[src/awr_regs.svh]
`ifndef AWR_REGS_SVH
`define AWR_REGS_SVH
`define AWR_ADDR_W 16
`define AWR_DELAY_W 10
`define AWR_DELAY_MAX 10'h3e7
`define AWR_DELAY_RST 10'h000
`define AWR_PRESET_RST 16'h0000
`endif

[src/awr_pkg.sv]
`default_nettype none
package awr_pkg;
    typedef enum logic [1:0]
    {
        AWR_MATCH_PULSE_OUT_OFF = 2'b00,
        AWR_MATCH_PULSE_OUT_SYNC = 2'b01,
        AWR_MATCH_PULSE_OUT_UNCLOCKED = 2'b10
    } awr_match_pulse_out_mode_t;
    typedef enum logic [1:0]
    {
        AWR_QUAL_ZERO = 2'b00,
        AWR_QUAL_ONE = 2'b01,
        AWR_QUAL_ANY = 2'b10
    } awr_qual_sel_t;
    typedef enum logic
    {
        AWR_DLY_CLOCKS = 1'b0,
        AWR_DLY_MATCHES = 1'b1
    } awr_dly_mode_t;
    typedef struct packed
    {
        awr_match_pulse_out_mode_t match_pulse_out_mode;
        awr_qual_sel_t qual_sel;
        awr_dly_mode_t dly_mode;
        logic clk_edge_neg;
        logic clk_qual_en;
        logic clk_qual_level;
        logic [9:0] delay_count;
        logic [15:0] preset_addr;
    } awr_cfg_t;
endpackage
`default_nettype wire

[src/awr_word_match.sv]
`timescale 1ns/100ps
`default_nettype none
module awr_word_match
#(
    parameter int ADDR_W = 16
)
(
    input wire logic [ADDR_W-1:0] addr_in,
    input wire logic [ADDR_W-1:0] preset,
    input wire logic qual_in,
    input wire awr_pkg::awr_qual_sel_t qual_sel,
    output logic match
);
    import awr_pkg::*;
    logic [ADDR_W-1:0] bit_eq;
    logic qual_ok;
    genvar i;
    // ********************
    // Per-bit comparison
    // ********************
    generate
        for (i = 0; i < ADDR_W; i++)
        begin : g_bit
            assign bit_eq[i] = ~(addr_in[i] ^ preset[i]);
        end
    endgenerate
    always_comb
    begin
        unique case (qual_sel)
            AWR_QUAL_ZERO: qual_ok = ~qual_in;
            AWR_QUAL_ONE: qual_ok = qual_in;
            AWR_QUAL_ANY: qual_ok = 1'b1;
            default: qual_ok = 1'b0;
        endcase
    end
    assign match = (&bit_eq) & qual_ok;
endmodule
`default_nettype wire

[src/awr_recognizer.sv]
`include "awr_regs.svh"
`timescale 1ns/100ps
`default_nettype none
module awr_recognizer
#(
    parameter int ADDR_W = `AWR_ADDR_W,
    parameter int DELAY_W = `AWR_DELAY_W
)
(
    input wire logic ref_clk,
    input wire logic rst_n,
    input wire logic clk_en,
    input wire awr_pkg::awr_cfg_t cfg,
    input wire logic rearm,
    input wire logic [ADDR_W-1:0] addr_in,
    input wire logic qual_in,
    input wire logic probe_clk,
    input wire logic clk_qual_in,
    output logic match_pulse_out,
    output logic armed_led
);
    import awr_pkg::*;
    typedef enum logic [1:0]
    {
        AWR_ST_IDLE = 2'b00,
        AWR_ST_WAIT = 2'b01,
        AWR_ST_FIRE = 2'b10
    } awr_state_t;
    logic [ADDR_W-1:0] preset;
    logic [ADDR_W-1:0] next_preset;
    logic armed;
    logic next_armed;
    logic probe_clk_q;
    logic next_probe_clk_q;
    logic sync_pulse;
    logic next_sync_pulse;
    awr_state_t state;
    awr_state_t next_state;
    logic [DELAY_W-1:0] cnt;
    logic [DELAY_W-1:0] next_cnt;
    logic raw_unclk;
    logic raw_sync;
    logic sample_edge;
    logic fire;
    logic [DELAY_W-1:0] dly;
    // ****************************
    // Comparators
    // ****************************
    awr_word_match #(.ADDR_W(ADDR_W)) awr_word_match_inst
    (
        .addr_in(addr_in),
        .preset(preset),
        .qual_in(qual_in),
        .qual_sel(cfg.qual_sel),
        .match(raw_unclk)
    );
    assign raw_sync = raw_unclk;
    assign dly = (cfg.delay_count > `AWR_DELAY_MAX) ? `AWR_DELAY_MAX
        : cfg.delay_count;
    // ****************************
    // Sampling edge of probe clock
    // ****************************
    always_comb
    begin
        next_probe_clk_q = probe_clk;
        sample_edge = (cfg.clk_edge_neg ? (probe_clk_q & ~probe_clk)
            : (~probe_clk_q & probe_clk))
            & (~cfg.clk_qual_en | (clk_qual_in == cfg.clk_qual_level));
    end
    // ****************************
    // Arming and delay sequencing
    // ****************************
    always_comb
    begin
        next_preset = preset;
        next_armed = armed;
        next_state = state;
        next_cnt = cnt;
        next_sync_pulse = 1'b0;
        fire = 1'b0;
        if (rearm)
        begin
            next_preset = cfg.preset_addr;
            next_armed = 1'b1;
            next_state = AWR_ST_IDLE;
            next_cnt = '0;
        end
        else if (cfg.match_pulse_out_mode == AWR_MATCH_PULSE_OUT_SYNC && sample_edge)
        begin
            unique case (state)
                AWR_ST_IDLE:
                begin
                    if (raw_sync)
                    begin
                        if (dly == '0)
                            fire = 1'b1;
                        else
                        begin
                            next_state = AWR_ST_WAIT;
                            next_cnt = dly - 1'b1;
                            if (cfg.dly_mode == AWR_DLY_CLOCKS && dly == 1)
                                fire = 1'b0;
                        end
                    end
                end
                AWR_ST_WAIT:
                begin
                    if (cfg.dly_mode == AWR_DLY_CLOCKS || raw_sync)
                    begin
                        if (cnt == '0)
                        begin
                            fire = 1'b1;
                            next_state = AWR_ST_IDLE;
                        end
                        else
                            next_cnt = cnt - 1'b1;
                    end
                end
                AWR_ST_FIRE: next_state = AWR_ST_IDLE;
                default: next_state = AWR_ST_IDLE;
            endcase
        end
        if (fire)
        begin
            next_sync_pulse = 1'b1;
            next_armed = 1'b0;
        end
        else if (cfg.match_pulse_out_mode == AWR_MATCH_PULSE_OUT_UNCLOCKED && raw_unclk && !rearm)
            next_armed = 1'b0;
    end
    always_ff @(posedge ref_clk or negedge rst_n)
    begin
        if (!rst_n)
        begin
            preset <= `AWR_PRESET_RST;
            armed <= 1'b0;
            probe_clk_q <= 1'b0;
            sync_pulse <= 1'b0;
            state <= AWR_ST_IDLE;
            cnt <= `AWR_DELAY_RST;
        end
        else if (clk_en)
        begin
            preset <= next_preset;
            armed <= next_armed;
            probe_clk_q <= next_probe_clk_q;
            sync_pulse <= next_sync_pulse;
            state <= next_state;
            cnt <= next_cnt;
        end
    end
    // ****************************
    // Output selection
    // ****************************
    always_comb
    begin
        unique case (cfg.match_pulse_out_mode)
            AWR_MATCH_PULSE_OUT_UNCLOCKED:
                match_pulse_out = raw_unclk;
            AWR_MATCH_PULSE_OUT_SYNC: match_pulse_out = sync_pulse;
            default: match_pulse_out = 1'b0;
        endcase
    end
    assign armed_led = armed;
    // ****************************
    // Assertions
    // ****************************
    a_unclk_follows: assert property (
        @(posedge ref_clk) disable iff (!rst_n)
        (cfg.match_pulse_out_mode == AWR_MATCH_PULSE_OUT_UNCLOCKED) |->
        match_pulse_out == ((addr_in == preset)
        && (cfg.qual_sel == AWR_QUAL_ANY
        || (cfg.qual_sel == AWR_QUAL_ONE && qual_in)
        || (cfg.qual_sel == AWR_QUAL_ZERO && !qual_in))))
        else $error("unclocked output differs from compare");
    a_rearm_loads: assert property (
        @(posedge ref_clk) disable iff (!rst_n)
        (rearm && clk_en) |=> (preset == $past(cfg.preset_addr) && armed))
        else $error("rearm did not load preset");
    a_fire_disarms: assert property (
        @(posedge ref_clk) disable iff (!rst_n)
        (cfg.match_pulse_out_mode == AWR_MATCH_PULSE_OUT_SYNC && sync_pulse) |-> !armed)
        else $error("armed after trigger");
    a_zero_delay: assert property (
        @(posedge ref_clk) disable iff (!rst_n)
        (clk_en && !rearm && cfg.match_pulse_out_mode == AWR_MATCH_PULSE_OUT_SYNC && sample_edge
        && state == AWR_ST_IDLE && raw_sync && dly == '0) |=> sync_pulse)
        else $error("zero delay pulse missing");
    a_pulse_single: assert property (
        @(posedge ref_clk) disable iff (!rst_n)
        (sync_pulse && clk_en) |=> !sync_pulse)
        else $error("trigger pulse longer than one cycle");
    a_mismatch_low: assert property (
        @(posedge ref_clk) disable iff (!rst_n)
        (cfg.match_pulse_out_mode == AWR_MATCH_PULSE_OUT_UNCLOCKED && addr_in != preset)
        |-> !match_pulse_out)
        else $error("output high on mismatch");
    a_wait_hold: assert property (
        @(posedge ref_clk) disable iff (!rst_n)
        (clk_en && !rearm && state == AWR_ST_WAIT && !sample_edge)
        |=> state == AWR_ST_WAIT && cnt == $past(cnt))
        else $error("delay moved without edge");
    a_off_quiet: assert property (
        @(posedge ref_clk) disable iff (!rst_n)
        (cfg.match_pulse_out_mode == AWR_MATCH_PULSE_OUT_OFF) |-> !match_pulse_out)
        else $error("output in off mode");
    a_freeze_hold: assert property (
        @(posedge ref_clk) disable iff (!rst_n)
        !clk_en |=> $stable(state) && $stable(cnt) && $stable(armed)
        && $stable(sync_pulse) && $stable(preset))
        else $error("state moved while clock enable low");
    c_unclk_hit: cover property (@(posedge ref_clk) disable iff (!rst_n)
        cfg.match_pulse_out_mode == AWR_MATCH_PULSE_OUT_UNCLOCKED && match_pulse_out);
    c_sync_delay: cover property (@(posedge ref_clk) disable iff (!rst_n)
        state == AWR_ST_WAIT ##1 sync_pulse);
    c_rearm: cover property (@(posedge ref_clk) disable iff (!rst_n)
        rearm ##1 armed ##[1:50] !armed);
    c_freeze_resume: cover property (@(posedge ref_clk) disable iff (!rst_n)
        !clk_en ##1 clk_en ##[1:4] sync_pulse);
endmodule
`default_nettype wire

[config.mk]
export PLATFORM = sky130hd
export DESIGN_NAME = awr_recognizer
export DESIGN_NICKNAME = d
export VERILOG_FILES = /design/src/awr_pkg.sv /design/src/awr_word_match.sv /design/src/awr_recognizer.sv
export VERILOG_INCLUDE_DIRS = /design/src
export SDC_FILE = /design/constraint.sdc
export NUM_CORES = 1
export LEC_CHECK = 0
export ABC_AREA = 1
export BUFFER_PORTS_ARGS = -buffer_cell sky130_fd_sc_hd__buf_4
export CAP_MARGIN = 15
export CORE_ASPECT_RATIO = 1.75
export CORE_MARGIN = 1.5
export CORE_UTILIZATION = 40
export CTS_BUF_LIST = sky130_fd_sc_hd__clkbuf_4 sky130_fd_sc_hd__clkbuf_8
export DETAILED_ROUTE_END_ITERATION = 10
export MAX_ROUTING_LAYER = met4
export PLACE_DENSITY_LB_ADDON = 0.12
export SYNTH_ARGS = -nofsm -noshare
export SYNTH_HDL_FRONTEND = slang
export SYNTH_SLANG_ARGS = --single-unit
export TNS_END_PERCENT = 100
[constraint.sdc]
create_clock -name ref_clk -period 4.55 [get_ports ref_clk]
set_input_delay 0.455 -clock ref_clk [delete_from_list [all_inputs] [get_ports ref_clk]]
set_output_delay 0.455 -clock ref_clk [all_outputs]
set_load 0.03 [all_outputs]
==> impl.org <==
** Global route
- The first global-routing pass estimated 8211 um of wire.
- The number of global-route vias before repair was between 1500 and 2000.
- GR Layer Usage met1 :: 18.09%
- Initial antenna violation count :: 0
- Largest net degree at the start of global routing :: 31
- Tot GR Track Use :: a little under a fifth
- Met3 track demand over resource :: 2.696%
- The total overflow left after global routing is 0.
- The global routing stage identified its most utilized layer as met2.
- Met2 layer usage reported by global route :: 34.53%

** Clock tree
- Clock Pin Slew Worst Setup and Hold Paths :: 0.06 ns
- The cell sitting at the root of the clock tree is a sky130_fd_sc_hd__clkbuf_8.
- In this run the post-CTS setup repair buffer count came out at 0.
- Max clock buf depth :: 2
- Clock tree synthesis found a total of 30 sinks.
- Total of hold buffers inserted after clock tree synthesis :: 0
- Insertion delay to the later sink of the worst-skew pair :: 0.27 ns
- CTS tree :: yes
- Buffers inserted during clock tree synthesis total 5.
- Gates resized during post-CTS repair numbered 0.
- CTS built an H-tree with a depth of 2.

** Setup path
- Category of the most critical setup path :: reg -> out
- STA classifies the critical path startpoint as a flip-flop.
- Arrival time worst endpoint :: between 1.5 and 2 ns
- Of all nets on the critical path, the largest fanout is 3.
- Critical Path Sink Type :: output port
- For the worst setup path, the data required time is 4.09 ns.

** Timing
- Sum Neg Setup Slack :: 0 ns
- Post-layout minimum cycle time :: 2.254 ns
- Fin Hold WS :: 0.09842 ns
- Transition time at the pin with the least slew margin :: 0.6448 ns
- Setup violations remaining at the end of the flow were counted as 0.
- Setup repair after global routing left no endpoint under its margin.
- Hold Violations, Final :: 0
- For this run, the top clock speed supported by timing is around 0.44 GHz.
- Dividing the final minimum period by the clock period gives 49.53%.
- Final Max Tran Viols :: 0
- Max-slew headroom at the worst pin :: 57.01%
- Across the routed clock network, the largest skew measured is between 0.002 and 0.003 ns.

** Synthesis
- The average instance in the mapped netlist occupies 7.042 um^2.
- The cell area that synthesis handed to floorplanning was 2176 um^2.
- For this run, the register share of the synthesized area comes to 34.50%.
- Synthesized instance count :: 309
- Share of synthesized registers carrying an async set or reset :: between 90% and 100%
- Most instantiated flip-flop cell in the synthesis netlist :: sky130_fd_sc_hd__dfrtp_1
- Synth unique cells :: 34
- The number of nets handed over by synthesis was between 300 and 400.
- Synth warn :: 0
- Number of enable flip-flop cells after synthesis :: 0
- Counting flops and latches in the post-synthesis netlist gives 30.

** Die
- DIE WIDTH :: 58.75 um
- Core box area :: 5255 um^2
- Once the floorplan was initialized, standard cells occupied 41.40% of the core.
- Overall die area :: 5908 um^2
- The die is 100.6 um tall.
- IO Count :: 59
- Placement Rows :: 35

** Power
- Per report_power, the clock group accounts for around a fifth of the total.
- Switching share of total power :: 40.12%
- Total power divided by cell area :: between 300 and 400 nW/um^2
- Net load switching power :: 0.4274 mW
- Standby leakage power :: 1.487 nW
- Of the total power, registers draw 38.1%.
- Cell internal power was estimated by the tool at 0.6379 mW.
- The worst-case IR drop observed on VDD is ~190 uV.
- Combinational cell fraction of total power :: 42.3%

** Placed design
- DP Area :: approximately 2700 um^2
- Once placement completed, the tool counted placed cells totaling 418.
- Port buffering added 58 buffers.
- Detailed placement finished with a half-perimeter wire length of roughly 4000 um.
- GP Congestion :: 0.9083

** Final layout
- Layout Area Growth over Synthesis :: 25.59%
- The multi-input combinational cells in the finished layout cover a total of 1215 um^2.
- Cells fill 52.00% of the core in the end.
- For this run, the number of standard cells in the final layout without fillers is roughly 420.
- Commonest non-fill, non-tap cells in the layout :: sky130_fd_sc_hd__nand2_1 (99), sky130_fd_sc_hd__buf_4 (59), sky130_fd_sc_hd__nor2_1 (44), sky130_fd_sc_hd__inv_1 (40), sky130_fd_sc_hd__dfrtp_1 (30)
- Count of antenna diodes in the layout :: 0
- In the final layout, the share of cells above drive strength 1 is 28.18%.
- The library cell used most frequently in the layout, excluding fill and tap cells, is sky130_fd_sc_hd__nand2_1.
- Fill cells in the final layout number 551.
- The sequential cells in the finished layout cover a total of 750.7 um^2.
- Net total in the final layout :: 430
- Once layout is done, the placed cells without fillers occupy 2733 um^2.

** Routing
- In the routed layout, each cell is associated on average with a via count of a little under 5.
- Number of iterations in the first detailed-routing pass :: 2
- After detailed routing, the total wire length is 4899 um.
- Antenna-violating nets left :: 0
- After detailed routing, the number of remaining DRC violations is 0.
- After detailed routing, the average wire length per cell comes to 11.55 um.
- For this block, the via count after detailed routing is ~2000.
- After the first detailed-routing iteration, the DRC count stood at 47.

** Outcome
- Outcome :: completed

** Worst hold path
- Worst hold path type :: in -> async

** Run
- Max-Cap Viols :: 0
metal layers:
layer  vias to the layer above  share of wire [%]
met2                        45                 56
met3                         9                3.3
met5                         -                  0
met4                         0                2.7
li1                       1069                  -
met1                       915                 38
cell families (layout without fill, tap and decap cells):
family / after synthesis / in the layout / share of synthesized area (%)
xor gates and xnor gates: 9 / 9 / 3.623
muxes: 7 / 7 / 3.508
buffers and inverters: 51 / 111 / 9.660
adders and majority gates: 3 / 3 / 1.725
and+or+nand+nor: 180 / 180 / 38.41
DFF: 30 / 30 / 34.50
AOI/OAI and AO/OA: 29 / 29 / 8.568
power by group through the flow:
stage / Sequential [mW] / Combinational (mW) / Clock [mW]
floorplan: 0.375 / 0.366 / 0
global placement: 0.409 / 0.452 / 0
detailed placement: 0.412 / 0.453 / 0
CTS: 0.408 / 0.456 / 0.218
global route: 0.418 / 0.509 / 0.229
finish: 0.406 / 0.450 / 0.209
critical path, stage by stage, from the launching register on:
cell                      delay, ns
sky130_fd_sc_hd__dfrtp_1       0.39
sky130_fd_sc_hd__xnor2_1       0.15
sky130_fd_sc_hd__nand3_1       0.10
sky130_fd_sc_hd__nor2_1        0.23
sky130_fd_sc_hd__nand3_1       0.19
sky130_fd_sc_hd__nor2_1        0.17
sky130_fd_sc_hd__a21oi_1       0.06
sky130_fd_sc_hd__nor2_1        0.08
sky130_fd_sc_hd__buf_4         0.16
metrics by stage:
step | setup slack, ns | power [mW]
6_report | 2.296 | 1.065
3_3_place_gp | 2.414 | 0.8608
2_1_floorplan | 2.542 | 0.7411
4_1_cts | 2.243 | 1.081
5_1_grt | 2.109 | 1.156
3_5_place_dp | 2.374 | 0.8651
state kept, by name, indices dropped and copies added, names as in the netlist:
name         cells
probe_clk_q      1
state            1
armed_led        1
preset          16
cnt             10
sync_pulse       1
synth_stat cells, types with 5 or more instances:
cell type	instances	area, um^2
sky130_fd_sc_hd__nand2_2	5	31.28
sky130_fd_sc_hd__nor2_2	5	31.28
sky130_fd_sc_hd__nand4_1	5	31.28
sky130_fd_sc_hd__nand3_1	6	30.03
sky130_fd_sc_hd__xor2_1	6	52.55
sky130_fd_sc_hd__inv_2	6	22.52
sky130_fd_sc_hd__o21ai_1	6	30.03
sky130_fd_sc_hd__nand2_1	99	371.6
sky130_fd_sc_hd__nor2_1	44	165.2
sky130_fd_sc_hd__a21oi_1	13	65.06
sky130_fd_sc_hd__mux2_2	5	56.30
sky130_fd_sc_hd__inv_1	40	150.1
sky130_fd_sc_hd__dfrtp_1	30	750.7
sky130_fd_sc_hd__o21ai_0	5	25.02
final timing paths:
kind	start	end	slack (ns)	cells after the start
setup reg to reg	state[0]	cnt[4]	2.42	9
max in group asynchronous	rst_n	preset[7]	4.16	1
setup / recovery	preset[5]	match_pulse_out	2.30	8
hold / removal	rst_n	preset[12]	0.1	1
hold reg to reg	armed_led	armed_led	0.48	2
min in group ref_clk	probe_clk	probe_clk_q	0.40	3
final cells by class:
cell class | instances | share of cell area, %
repair buffers | 59 | 16.21
clock buffers | 6 | 3.022
flip-flops and latches | 30 | 27.47
multi-input cells | 228 | 44.46
inverters | 46 | 6.319
well taps | 55 | 2.518
Note: power is estimated with default switching activity, not from simulation.
